**src/hw/host_port_pkg.sv**
```systemverilog
// Purpose: constants for the split-strobe host port of the display companion
// Assumes: one 20 MHz clock, straps sampled at reset release
// Notes: no register bus; configuration is plain ports
package host_port_pkg;
    localparam int         STRAP_W         = 7;
    localparam int         ADDR_W          = 18;
    localparam int         DATA_W          = 16;
    localparam logic [3:0] MODE_SPLIT_BIG  = 4'hb;
    localparam int         BUS_SEL_MSB     = 2;
    localparam int         RESERVED_BIT    = 3;
    localparam int         ENDIAN_BIT      = 4;
    localparam int         HOLD_POL_BIT    = 5;
    localparam int         CLK_DIV_BIT     = 6;
    localparam logic [6:0] STRAP_RESET     = 7'h00;
    localparam int         REG_WORDS       = 16;
    localparam int         BUF_WORDS       = 64;
    localparam int         ARB_WAIT_CYCLES = 2;
    localparam logic [2:0] ARB_WAIT        = 3'(ARB_WAIT_CYCLES);
    typedef enum logic [3:0] {
        ST_IDLE = 4'b0001,
        ST_WAIT = 4'b0010,
        ST_ACK  = 4'b0100,
        ST_END  = 4'b1000
    } port_state_e;
endpackage : host_port_pkg

```
**src/hw/host_bus_strap_and_decode.sv**
```systemverilog
// Purpose: host port of the display companion in split-strobe 16-bit mode
// Assumes: host strobes synchronous to mclk_in; straps stable at reset release
// Notes: storage is small flop arrays standing in for registers and buffer
//        hold polarity and bus clock ratio follow the captured straps
`timescale 1ns/1ps
module host_bus_strap_and_decode
    import host_port_pkg::*;
#(
    parameter int REG_DEPTH = host_port_pkg::REG_WORDS,
    parameter int BUF_DEPTH = host_port_pkg::BUF_WORDS
) (
    // clock and reset
    input  wire logic                                mclk_in,
    input  wire logic                                rst_in,
    // configuration straps
    input  wire logic [host_port_pkg::STRAP_W-1:0]   config_straps_in,
    // host bus
    input  wire logic                                chip_select_n_in,
    input  wire logic                                mem_reg_select_in,
    input  wire logic [host_port_pkg::ADDR_W-1:0]    address_in,
    input  wire logic [host_port_pkg::DATA_W-1:0]    write_data_in,
    input  wire logic                                low_byte_write_n_in,
    input  wire logic                                high_byte_write_n_in,
    input  wire logic                                low_byte_read_n_in,
    input  wire logic                                high_byte_read_n_in,
    input  wire logic                                bus_status_input_in,
    // answer
    output logic      [host_port_pkg::DATA_W-1:0]    read_data_out,
    output logic                                     read_data_en_out,
    output logic                                     hold_out,
    // configuration status
    output logic                                     split_big_mode_out,
    output logic                                     hold_active_high_out,
    output logic                                     clock_halved_out,
    output logic                                     bus_clock_enable_out
);
    import host_port_pkg::*;

    // ======================================================
    // strap capture
    // ======================================================
    logic       capture_pending;
    logic [6:0] straps;

    // first clock after release samples the pins; async reset loads constants only
    always_ff @(posedge mclk_in or posedge rst_in) begin
        if (rst_in) begin
            capture_pending <= 1'b1;
            straps          <= STRAP_RESET;
        end else if (capture_pending) begin
            capture_pending <= 1'b0;
            straps          <= config_straps_in;
        end
    end

    // ======================================================
    // strap decode
    // ======================================================
    // reserved strap is the board's duty; a wrong level is not flagged here
    logic [3:0] mode_straps;
    logic       split_mode;
    logic       hold_high;
    logic       halve_clock;
    assign mode_straps = {straps[ENDIAN_BIT], straps[BUS_SEL_MSB:0]};
    assign split_mode  = mode_straps == MODE_SPLIT_BIG;
    assign hold_high   = straps[HOLD_POL_BIT];
    assign halve_clock = straps[CLK_DIV_BIT];

    always_ff @(posedge mclk_in or posedge rst_in) begin
        if (rst_in) begin
            split_big_mode_out   <= 1'b0;
            hold_active_high_out <= 1'b0;
            clock_halved_out     <= 1'b0;
        end else begin
            split_big_mode_out   <= split_mode;
            hold_active_high_out <= hold_high;
            clock_halved_out     <= halve_clock;
        end
    end

    // ======================================================
    // internal bus clock enable
    // ======================================================
    logic div_phase;
    logic bus_tick;
    // the slower rate is an enable pulse; the clock itself is never divided
    assign bus_tick = !halve_clock || div_phase;

    always_ff @(posedge mclk_in or posedge rst_in) begin
        if (rst_in) begin
            div_phase            <= 1'b0;
            bus_clock_enable_out <= 1'b0;
        end else begin
            div_phase            <= capture_pending ? 1'b0 : !div_phase;
            bus_clock_enable_out <= !capture_pending && bus_tick;
        end
    end

    // ======================================================
    // access sequencing
    // ======================================================
    // bus status is deliberately unused in this mode
    logic unused_status;
    assign unused_status = bus_status_input_in;

    logic wr_req;
    logic rd_req;
    logic req;
    assign wr_req = !low_byte_write_n_in || !high_byte_write_n_in;
    assign rd_req = !low_byte_read_n_in && !high_byte_read_n_in;
    assign req    = !chip_select_n_in && (wr_req || rd_req) && split_mode && !capture_pending;

    port_state_e state;
    logic [2:0]  wait_cnt;
    logic        done_now;
    assign done_now = (state == ST_WAIT) && (wait_cnt == 3'h0) && bus_tick;

    // wait counter runs only in the wait state and only on bus ticks
    always_ff @(posedge mclk_in or posedge rst_in) begin
        if (rst_in) begin
            wait_cnt <= 3'h0;
        end else if (state == ST_IDLE && req) begin
            wait_cnt <= ARB_WAIT;
        end else if (state == ST_WAIT && bus_tick && wait_cnt != 3'h0) begin
            wait_cnt <= wait_cnt - 3'h1;
        end
    end

    always_ff @(posedge mclk_in or posedge rst_in) begin
        if (rst_in) begin
            state <= ST_IDLE;
        end else begin
            case (state)
                ST_IDLE: begin
                    if (req) begin
                        state <= ST_WAIT;
                    end
                end
                ST_WAIT: begin
                    if (done_now) begin
                        state <= ST_ACK;
                    end
                end
                ST_ACK: begin
                    // a single cycle here before ST_END; hold is already released and stays released
                    state <= ST_END;
                end
                ST_END: begin
                    // wait for strobes to drop so one access gives one ack
                    if (!req) begin
                        state <= ST_IDLE;
                    end
                end
                default: state <= ST_IDLE;
            endcase
        end
    end

    // hold asserted until the access completes, then released until the next request
    logic next_hold_active;
    assign next_hold_active = (state == ST_IDLE && req) || (state == ST_WAIT && !done_now);

    always_ff @(posedge mclk_in or posedge rst_in) begin
        if (rst_in) begin
            hold_out <= 1'b1;
        end else begin
            hold_out <= hold_high ? next_hold_active : !next_hold_active;
        end
    end

    // ======================================================
    // address decode and storage
    // ======================================================
    logic [DATA_W-1:0] reg_mem [REG_DEPTH];
    logic [DATA_W-1:0] buf_mem [BUF_DEPTH];
    logic [ADDR_W-2:0] word_addr;
    int unsigned       reg_idx;
    int unsigned       buf_idx;
    // bits above the block are never looked at, so both blocks alias
    assign word_addr = address_in[ADDR_W-1:1];
    assign reg_idx   = word_addr % REG_DEPTH;
    // a depth that is not a power of two costs a divider here
    assign buf_idx   = word_addr % BUF_DEPTH;

    // write is taken on the completing cycle: that is when data is accepted
    logic       write_now;
    logic [1:0] lane_we;
    assign write_now = done_now && wr_req;
    assign lane_we   = {!high_byte_write_n_in, !low_byte_write_n_in};

    always_ff @(posedge mclk_in) begin
        if (write_now && !mem_reg_select_in) begin
            if (lane_we[0]) reg_mem[reg_idx][7:0]  <= write_data_in[7:0];
            if (lane_we[1]) reg_mem[reg_idx][15:8] <= write_data_in[15:8];
        end
    end

    always_ff @(posedge mclk_in) begin
        if (write_now && mem_reg_select_in) begin
            if (lane_we[0]) buf_mem[buf_idx][7:0]  <= write_data_in[7:0];
            if (lane_we[1]) buf_mem[buf_idx][15:8] <= write_data_in[15:8];
        end
    end

    logic read_now;
    assign read_now = done_now && rd_req && !wr_req;

    always_ff @(posedge mclk_in or posedge rst_in) begin
        if (rst_in) begin
            read_data_out <= 16'h0000;
        end else if (read_now) begin
            read_data_out <= mem_reg_select_in ? buf_mem[buf_idx] : reg_mem[reg_idx];
        end
    end

    // flag stays up while the host keeps the read strobes and chip select
    always_ff @(posedge mclk_in or posedge rst_in) begin
        if (rst_in) begin
            read_data_en_out <= 1'b0;
        end else begin
            read_data_en_out <= read_now || (read_data_en_out && rd_req && !chip_select_n_in);
        end
    end
endmodule : host_bus_strap_and_decode

```
**config.mk**
```make
export PLATFORM = sky130hd
export DESIGN_NAME = host_bus_strap_and_decode
export DESIGN_NICKNAME = d
export VERILOG_FILES = /design/src/hw/host_port_pkg.sv /design/src/hw/host_bus_strap_and_decode.sv
export SDC_FILE = /design/constraint.sdc
export NUM_CORES = 1
export LEC_CHECK = 0
export BUFFER_PORTS_ARGS = -buffer_cell sky130_fd_sc_hd__buf_2
export CAP_MARGIN = 15
export CORE_MARGIN = 4
export CORE_UTILIZATION = 38
export DETAILED_ROUTE_END_ITERATION = 12
export PLACE_DENSITY_LB_ADDON = 0.2
export SLEW_MARGIN = 20
export SYNTH_ARGS = -nofsm -noshare
export SYNTH_HDL_FRONTEND = slang
export SYNTH_SLANG_ARGS = --single-unit
```
**constraint.sdc**
```tcl
create_clock -name mclk_in -period 2.6 [get_ports mclk_in]
set_clock_uncertainty 0.2 [all_clocks]
set_input_delay 0.26 -clock mclk_in [delete_from_list [all_inputs] [get_ports mclk_in]]
set_output_delay 0.26 -clock mclk_in [all_outputs]
set_load 0.005 [all_outputs]
```
==> metrics.yaml, run 1 <==
clock_network:
  cts_root_buf: "clkbuf_16"
  cts_sinks: 1317
  cts_buffer_depth: 3
  clk_latency_ns: 0.76
  clk_pin_slew_ns: 0.06
  cts_tree: "yes"
  htree_levels: 4
  cts_made_buffers: 136
critical_path:
  r2r_start: "state[3]"
  r2r-end: "read_data_out[2]"
  crit_required_ns: 3.03
  cp.arrival_ns: 3.01
  crit_start: "state[3]"
  slowest_delay_ns: 0.55
  crit_path_start_kind: "flop"
  cp_max_fo: 6
  critPathKind: "reg2reg"
  crit_end: "read_data_out[2]"
  slowest_stage: "or4_4"
  crit_chain: "nor4b_4 -> nand3_4 -> inv_4 -> nand2_4 -> or4_4 -> buf_12 -> nor4_1 -> a21oi_1"
  end_kind: "flop"
  ff2ff_setup_slack_ns: 0.02
  worst_r2r_path_depth: 8
synthesis:
  synth-compound-area-share_pct: 2.98
  synth_fa_ha_area_share_pct: 0.0488
  synth_top_family_by_area: "multiplexers"
  muxShareOfSynthArea_pct: 15.5
  synth_xor_area_share_pct: 0.0342
  synth-seq-area-share_pct: 76.8
  async_flop_share_pct: 2.81
  syn_nets: 2647
  synth_top_area_share_pct: 75.0
  synth-main-ff-cell: "edfxtp_1"
  synth_area_per_cell_um2: 19.8
  synth_largest_area_cell: "edfxtp_1"
  synth_edf_count: 1280
  synth.area.top_cells: "edfxtp_1 75%, mux4_2 9.2%, mux2i_1 6.2%"
  netlist_instances: 2595
  yosys_register_bits: 1317
  ys_types: 46
  yosys_warnings: 0
  synthesis.area_um2: 51300
  synth-simple-area-share_pct: 3.23
floorplan:
  fp-row-count: 134
  start_util_pct: 38.3
  fp.dieW_um: 375
  core_area_um2: 134000
  fp.dieH_um: 375
  fp.dieArea_um2: 141000
  ios: 72
global_routing:
  grt_pass1_wl_mm: 193
  grt_pass1_vias: 27590
  grt.overflow.total: 0
  track_usage_pct: 18.9
  antenna_found_initial: 2
  grt_max_degree: 81
timing:
  drv_slew: 0
  relSlewSlack_pct: 51.1
  tns_ns: 0
  grt_setup_unrepaired: "true"
  fin_crit_ns: 2.58
  whs_ns: 0.0707
  worst_pin_slew_ns: 0.732
  finalHoldViolCount: 0
  setup-violations-final: 0
  setup_slack_ns: 0.0166
  max_clock_freq_mhz: 387
  post-route-period-util_pct: 99.4
outcome:
  status: "finished clean"
layout:
  layout_common_cells: "1280 x edfxtp_1, 325 x buf_4, 316 x mux2i_1, 209 x mux4_2, 146 x clkbuf_16"
  antennaDiodeCount: 0
  nets: 3150
  drive_gt1_share_pct: 30.3
  area_delta_synth_final_pct: 22.0
  final_common_cell: "edfxtp_1"
  final_area_um2: 62500
drt:
  wirelength_mm: 133
  drt-wirelength-per-cell_um: 26.8
  vias: 26775
  via_per_inst: 5.38
  drt_iter0_drc: 2421
  detail-route-antenna-nets: 0
  drc: 0
  firstDrtPassIters: 5
pwr:
  p_leak_nw: 21.3
  total_power_mw: 44.9
  powerDensity_nw_per_um2: 718
  ir_worst_vdd_mv: 0.668
place:
  place.gp.congestion: 0.867
  dpl.hpwl_mm: 89.3
  pre_cts_slack_ns: -0.275
  placed_area_um2: 57500
  io_buffers: 57
flow_run:
  maxCapViolCount: 0
worst_hold_path:
  hp-class: "in2reg"
==> critical path, delay by kind of cell, from the launching register on <==
kind | cells | cell delay (ns)
AOI/OAI and AO/OA | 1 | 0.12
and+or+nand+nor | 5 | 1.42
buffers and inverters | 2 | 0.29
DFF | 1 | 0.41
==> power by group <==
part / internal [mW] / switching (mW)
clock network: 11.3 / 7.90
logic: 0.955 / 1.44
registers: 23.3 / 0.0320
total: 35.5 / 9.37
==> layout make-up <==
class / instances / area (um2)
Clock buffer: 171 / 3730
Inverter: 8 / 32.5
Sequential cell: 1317 / 39400
Fill cell: 11139 / 71300
Clock inverter: 74 / 669
Timing Repair Buffer: 513 / 5040
Tap cell: 1768 / 2210
Multi-Input combinational cell: 1122 / 11500
==> cells in the mapped netlist (all sizes together), types with 3 or more instances <==
library cell  number
edfxtp          1280
mux2i            316
mux4             209
nor2             190
a22oi            124
buf               83
nand2             79
clkbuf            65
a21oi             55
dfrtp             34
o22ai             32
nand3             18
nor2b             16
nor4              16
and3              15
inv                8
nand4              8
mux2               6
nand2b             5
nor3               4
a2111oi            3
a211oi             3
a22o               3
and2               3
dfstp              3
o21ai              3
==> stage by stage <==
stage                     utilization (%)  cells
after global routing                 46.7   4973
after CTS                            46.6   4970
final                                46.7   4973
after floorplan                         -   2595
after global placement               43.0   4693
after detailed placement             43.0   4693
==> worst min path at each step <==
stage,start,endpoint,slack (ns),cells past startpoint
global route,config_straps_in[0],straps[0],0.05,3
CTS,mem_reg_select_in,read_data_out[7],-0.02,6
detailed placement,straps[6],clock_halved_out,0.20,0
finish,config_straps_in[6],straps[6],0.07,3
global placement,straps[6],clock_halved_out,0.18,0
floorplan,write_data_in[0],buf_mem[0][0],0.16,0
==> registers in the layout, indices dropped and copies added (netlist names) <==
register,count
buf_mem,1024
bus_clock_enable_out,1
capture_pending,1
clock_halved_out,1
div_phase,1
hold_active_high_out,1
hold_out,1
read_data_en_out,1
read_data_out,16
reg_mem,256
split_big_mode_out,1
state,4
straps,6
wait_cnt,3
==> kinds of logic after synthesis <==
| family | count (synthesis) |
|---|---|
| DFF | 1317 |
| muxes | 531 |
| and+or+nand+nor | 360 |
| AOI/OAI and AO/OA | 226 |
| buffers and inverters | 156 |
| adders and majority gates | 2 |
| xor gates and xnor gates | 2 |
| other | 1 |
==> what timing repair did <==
action,in CTS,in global routing
cloned,0,2
gates resized for setup,16,22
endpoints found under the setup margin,111,513
pin swaps,4,6
endpoints found under the hold margin,856,0
buffers inserted,2,1
hold buffers,30,0
==> per-layer routing <==
layer / share of wire, % / global-route usage [%]
met5: 0 / 0
met2: 48 / 30.3
met3: 5.7 / 3.16
met1: 44 / 26.6
met4: 2.8 / 5.89
(Power assumes the default switching activity.)
==> inputs of run 2 (changes only) <==
CAP_MARGIN = 20   (was 15)
clock period = 3.1 ns   (was 2.6 ns; I/O delays follow)
==> metrics.yaml, run 2 (synthesis gave the netlist of run 1 again) <==
layout:
  final_area_um2: 60700  # -3.0%
  final_common_cell: "edfxtp_1"
  largest-register: "buf_mem"
  largest_reg_flops: 1024  # unchanged
  nets: 3047  # -3.3%
  drive_gt1_share_pct: 26.3  # -4.0 points
  reg_top3: "buf_mem (1024), reg_mem (256), read_data_out (16)"
  layout_common_cells: "1280 x edfxtp_1, 316 x mux2i_1, 297 x buf_4, 209 x mux4_2, 189 x nor2_1"
  area_delta_synth_final_pct: 18.4
timing:
  finalHoldViolCount: 0  # unchanged
  relSlewSlack_pct: 35.7  # -15 points
  post-route-period-util_pct: 95.8  # -3.5 points
  setup-violations-final: 0  # unchanged
  grt_setup_unrepaired: "false"
  drv_slew: 0  # unchanged
  max_clock_freq_mhz: 337  # -13%
  tns_ns: 0  # unchanged
  worst_pin_slew_ns: 0.941  # +0.208 ns
  fin_crit_ns: 2.97  # +0.387 ns
pwr:
  combinationalPowerShare_pct: 5.0  # -0.3 points
  ir_worst_vdd_mv: 0.377  # -44%
  p_int_mw: 29.8  # -16%
  clockPowerShare_pct: 43.0  # +0.3 points
  powerDensity_nw_per_um2: 620  # -14%
  total_power_mw: 37.6  # -16%
  seq_power_share_pct: 52.0  # about the same
  p_leak_nw: 20.5  # -3.6%
  p_switching_mw: 7.79  # -17%
  power_switching_share_pct: 20.7  # -0.17 points
outcome:
  status: "finished clean"
global_routing:
  grt_max_degree: 81  # unchanged
  antenna_found_initial: 10  # +8
  track_usage_pct: 18.7  # -0.15 points
  grt.overflow.total: 0  # unchanged
  grt_pass1_vias: 26881  # -2.6%
  grt_pass1_wl_mm: 191  # -1.4%
floorplan:
  fp.dieArea_um2: 141000  # unchanged
  fp.dieW_um: 375  # unchanged
  core_area_um2: 134000  # unchanged
  ios: 72  # unchanged
  start_util_pct: 38.3  # unchanged
  fp.dieH_um: 375  # unchanged
  fp-row-count: 134  # unchanged
worst_hold_path:
  hp-class: "in2reg"
  hold_path_depth: 1  # -2
  whs_endpoint: "reg_mem[5][1]"
  min_from: "write_data_in[1]"
critical_path:
  crit_chain: "nor4b_4 -> nand3_2 -> inv_2 -> nand2_2 -> or4_4 -> nor4_1 -> a21oi_1"
  ff2ff_setup_slack_ns: 0.13  # +0.11 ns
  slowest_stage: "or4_4"
  r2r_start: "state[3]"
  r2r-end: "read_data_out[0]"
  cp_max_fo: 16  # +10
  crit_required_ns: 3.51  # +0.48 ns
  crit_path_start_kind: "flop"
  slowest_delay_ns: 0.66  # +0.11 ns
  critPathKind: "reg2reg"
  cp.arrival_ns: 3.38  # +0.37 ns
  end_kind: "flop"
  worst_r2r_path_depth: 7  # -1
place:
  dpl.hpwl_mm: 88.1  # -1.4%
  place.gp.congestion: 0.829  # -4.4%
  io_buffers: 57  # unchanged
  placed_area_um2: 56000  # -2.6%
drt:
  detail-route-antenna-nets: 0  # unchanged
  firstDrtPassIters: 5  # unchanged
  drt_iter0_drc: 2279  # -5.9%
  via_per_inst: 5.39  # about the same
  wirelength_mm: 132  # -0.76%
  vias: 26248  # -2.0%
  drc: 0  # unchanged
  drt-wirelength-per-cell_um: 27.2  # +1.3%
clock_network:
  clk_pin_slew_ns: 0.06  # about the same
  cts_sinks: 1317  # unchanged
  cts_buffer_depth: 3  # unchanged
  cts_root_buf: "clkbuf_16"
  clk_latency_ns: 0.75  # about the same
  htree_levels: 4  # unchanged
  cts_made_buffers: 137  # +0.74%
  cts_tree: "yes"
flow_run:
  maxCapViolCount: 0  # unchanged
[run 2: changes by cell type in the layout (fill, tap and decap cells not counted), moves of 5 or more]
cell / before / now
nor2_2: 43 / 0
nor2_1: 144 / 189
dlygate4sd3_1: 30 / 21
buf_4: 325 / 297
buf_12: 94 / 33
nor4_4: 9 / 1
clkbuf_1: 24 / 29
buf_6: 5 / 0
[run 2: layout make-up]
type / instances / area [um2]
tap: 1768 / 2210
inverter: 8 / 30.0
fill: 11328 / 73100
sequential: 1317 / 39400
timing repair buffer: 409 / 3430
multi-input combinational: 1122 / 11200
clock inverter: 71 / 736
antenna: 4 / 10.0
clock buffer: 173 / 3700
[run 2: worst max-delay path by stage]
stage	from	to	slack, ns	depth (start not counted)
global route	state[3]	read_data_out[4]	0.05	7
CTS	state[3]	read_data_en_out	0.05	7
detailed placement	address_in[2]	read_data_out[12]	0.01	9
global placement	address_in[2]	read_data_out[12]	0.05	9
finish	state[3]	read_data_out[0]	0.13	7
floorplan	address_in[1]	buf_mem[15][0]	0.28	8
[run 2: stage by stage]
step / hold WS (ns) / setup WS [ns] / instances / util [%]
4_1_cts: 0.0138 / 0.0529 / 4868 / 45.3
3_3_place_gp: 0.183 / 0.0520 / 4603 / 41.9
3_5_place_dp: 0.193 / 0.0131 / 4603 / 41.9
2_1_floorplan: 0.171 / 0.275 / 2595 / -
6_report: 0.0354 / 0.130 / 4872 / 45.4
5_1_grt: 0.0474 / 0.0549 / 4868 / 45.3
[run 2: timing repair]
action                                  in CTS  in global routing
endpoints found under the setup margin       0                  1
resized for setup                            0                  2
hold endpoints to repair                   491                  8
hold buffers                                21                  1
setup buffers                                0                  0
[run 2: power by group through the flow]
| stage | Clock [mW] | Combinational [mW] | Sequential (mW) |
|---|---|---|---|
| after floorplan | 0 | 0.914 | 19.9 |
| final | 16.2 | 1.87 | 19.6 |
| after detailed placement | 0 | 1.87 | 20.0 |
| after global placement | 0 | 1.83 | 20.0 |
| after global routing | 17.3 | 1.98 | 19.6 |
| after CTS | 16.6 | 1.89 | 19.6 |
[run 2: routing by layer]
metal / vias up / track usage [%] / wire length (um)
li1: 11354 / - / -
met1: 13934 / 27.1 / 59200
met2: 797 / 29.8 / 62900
met3: 163 / 2.94 / 7650
met4: 0 / 5.07 / 2760
met5: - / 0 / 0
[run 2: critical path: cells and delay by family (launching register included)]
family | cells | cell delay, ns
AND/OR/NAND/NOR | 5 | 1.96
flip-flops | 1 | 0.42
AO/OA/AOI/OAI | 1 | 0.13
buffers and inverters | 1 | 0.11
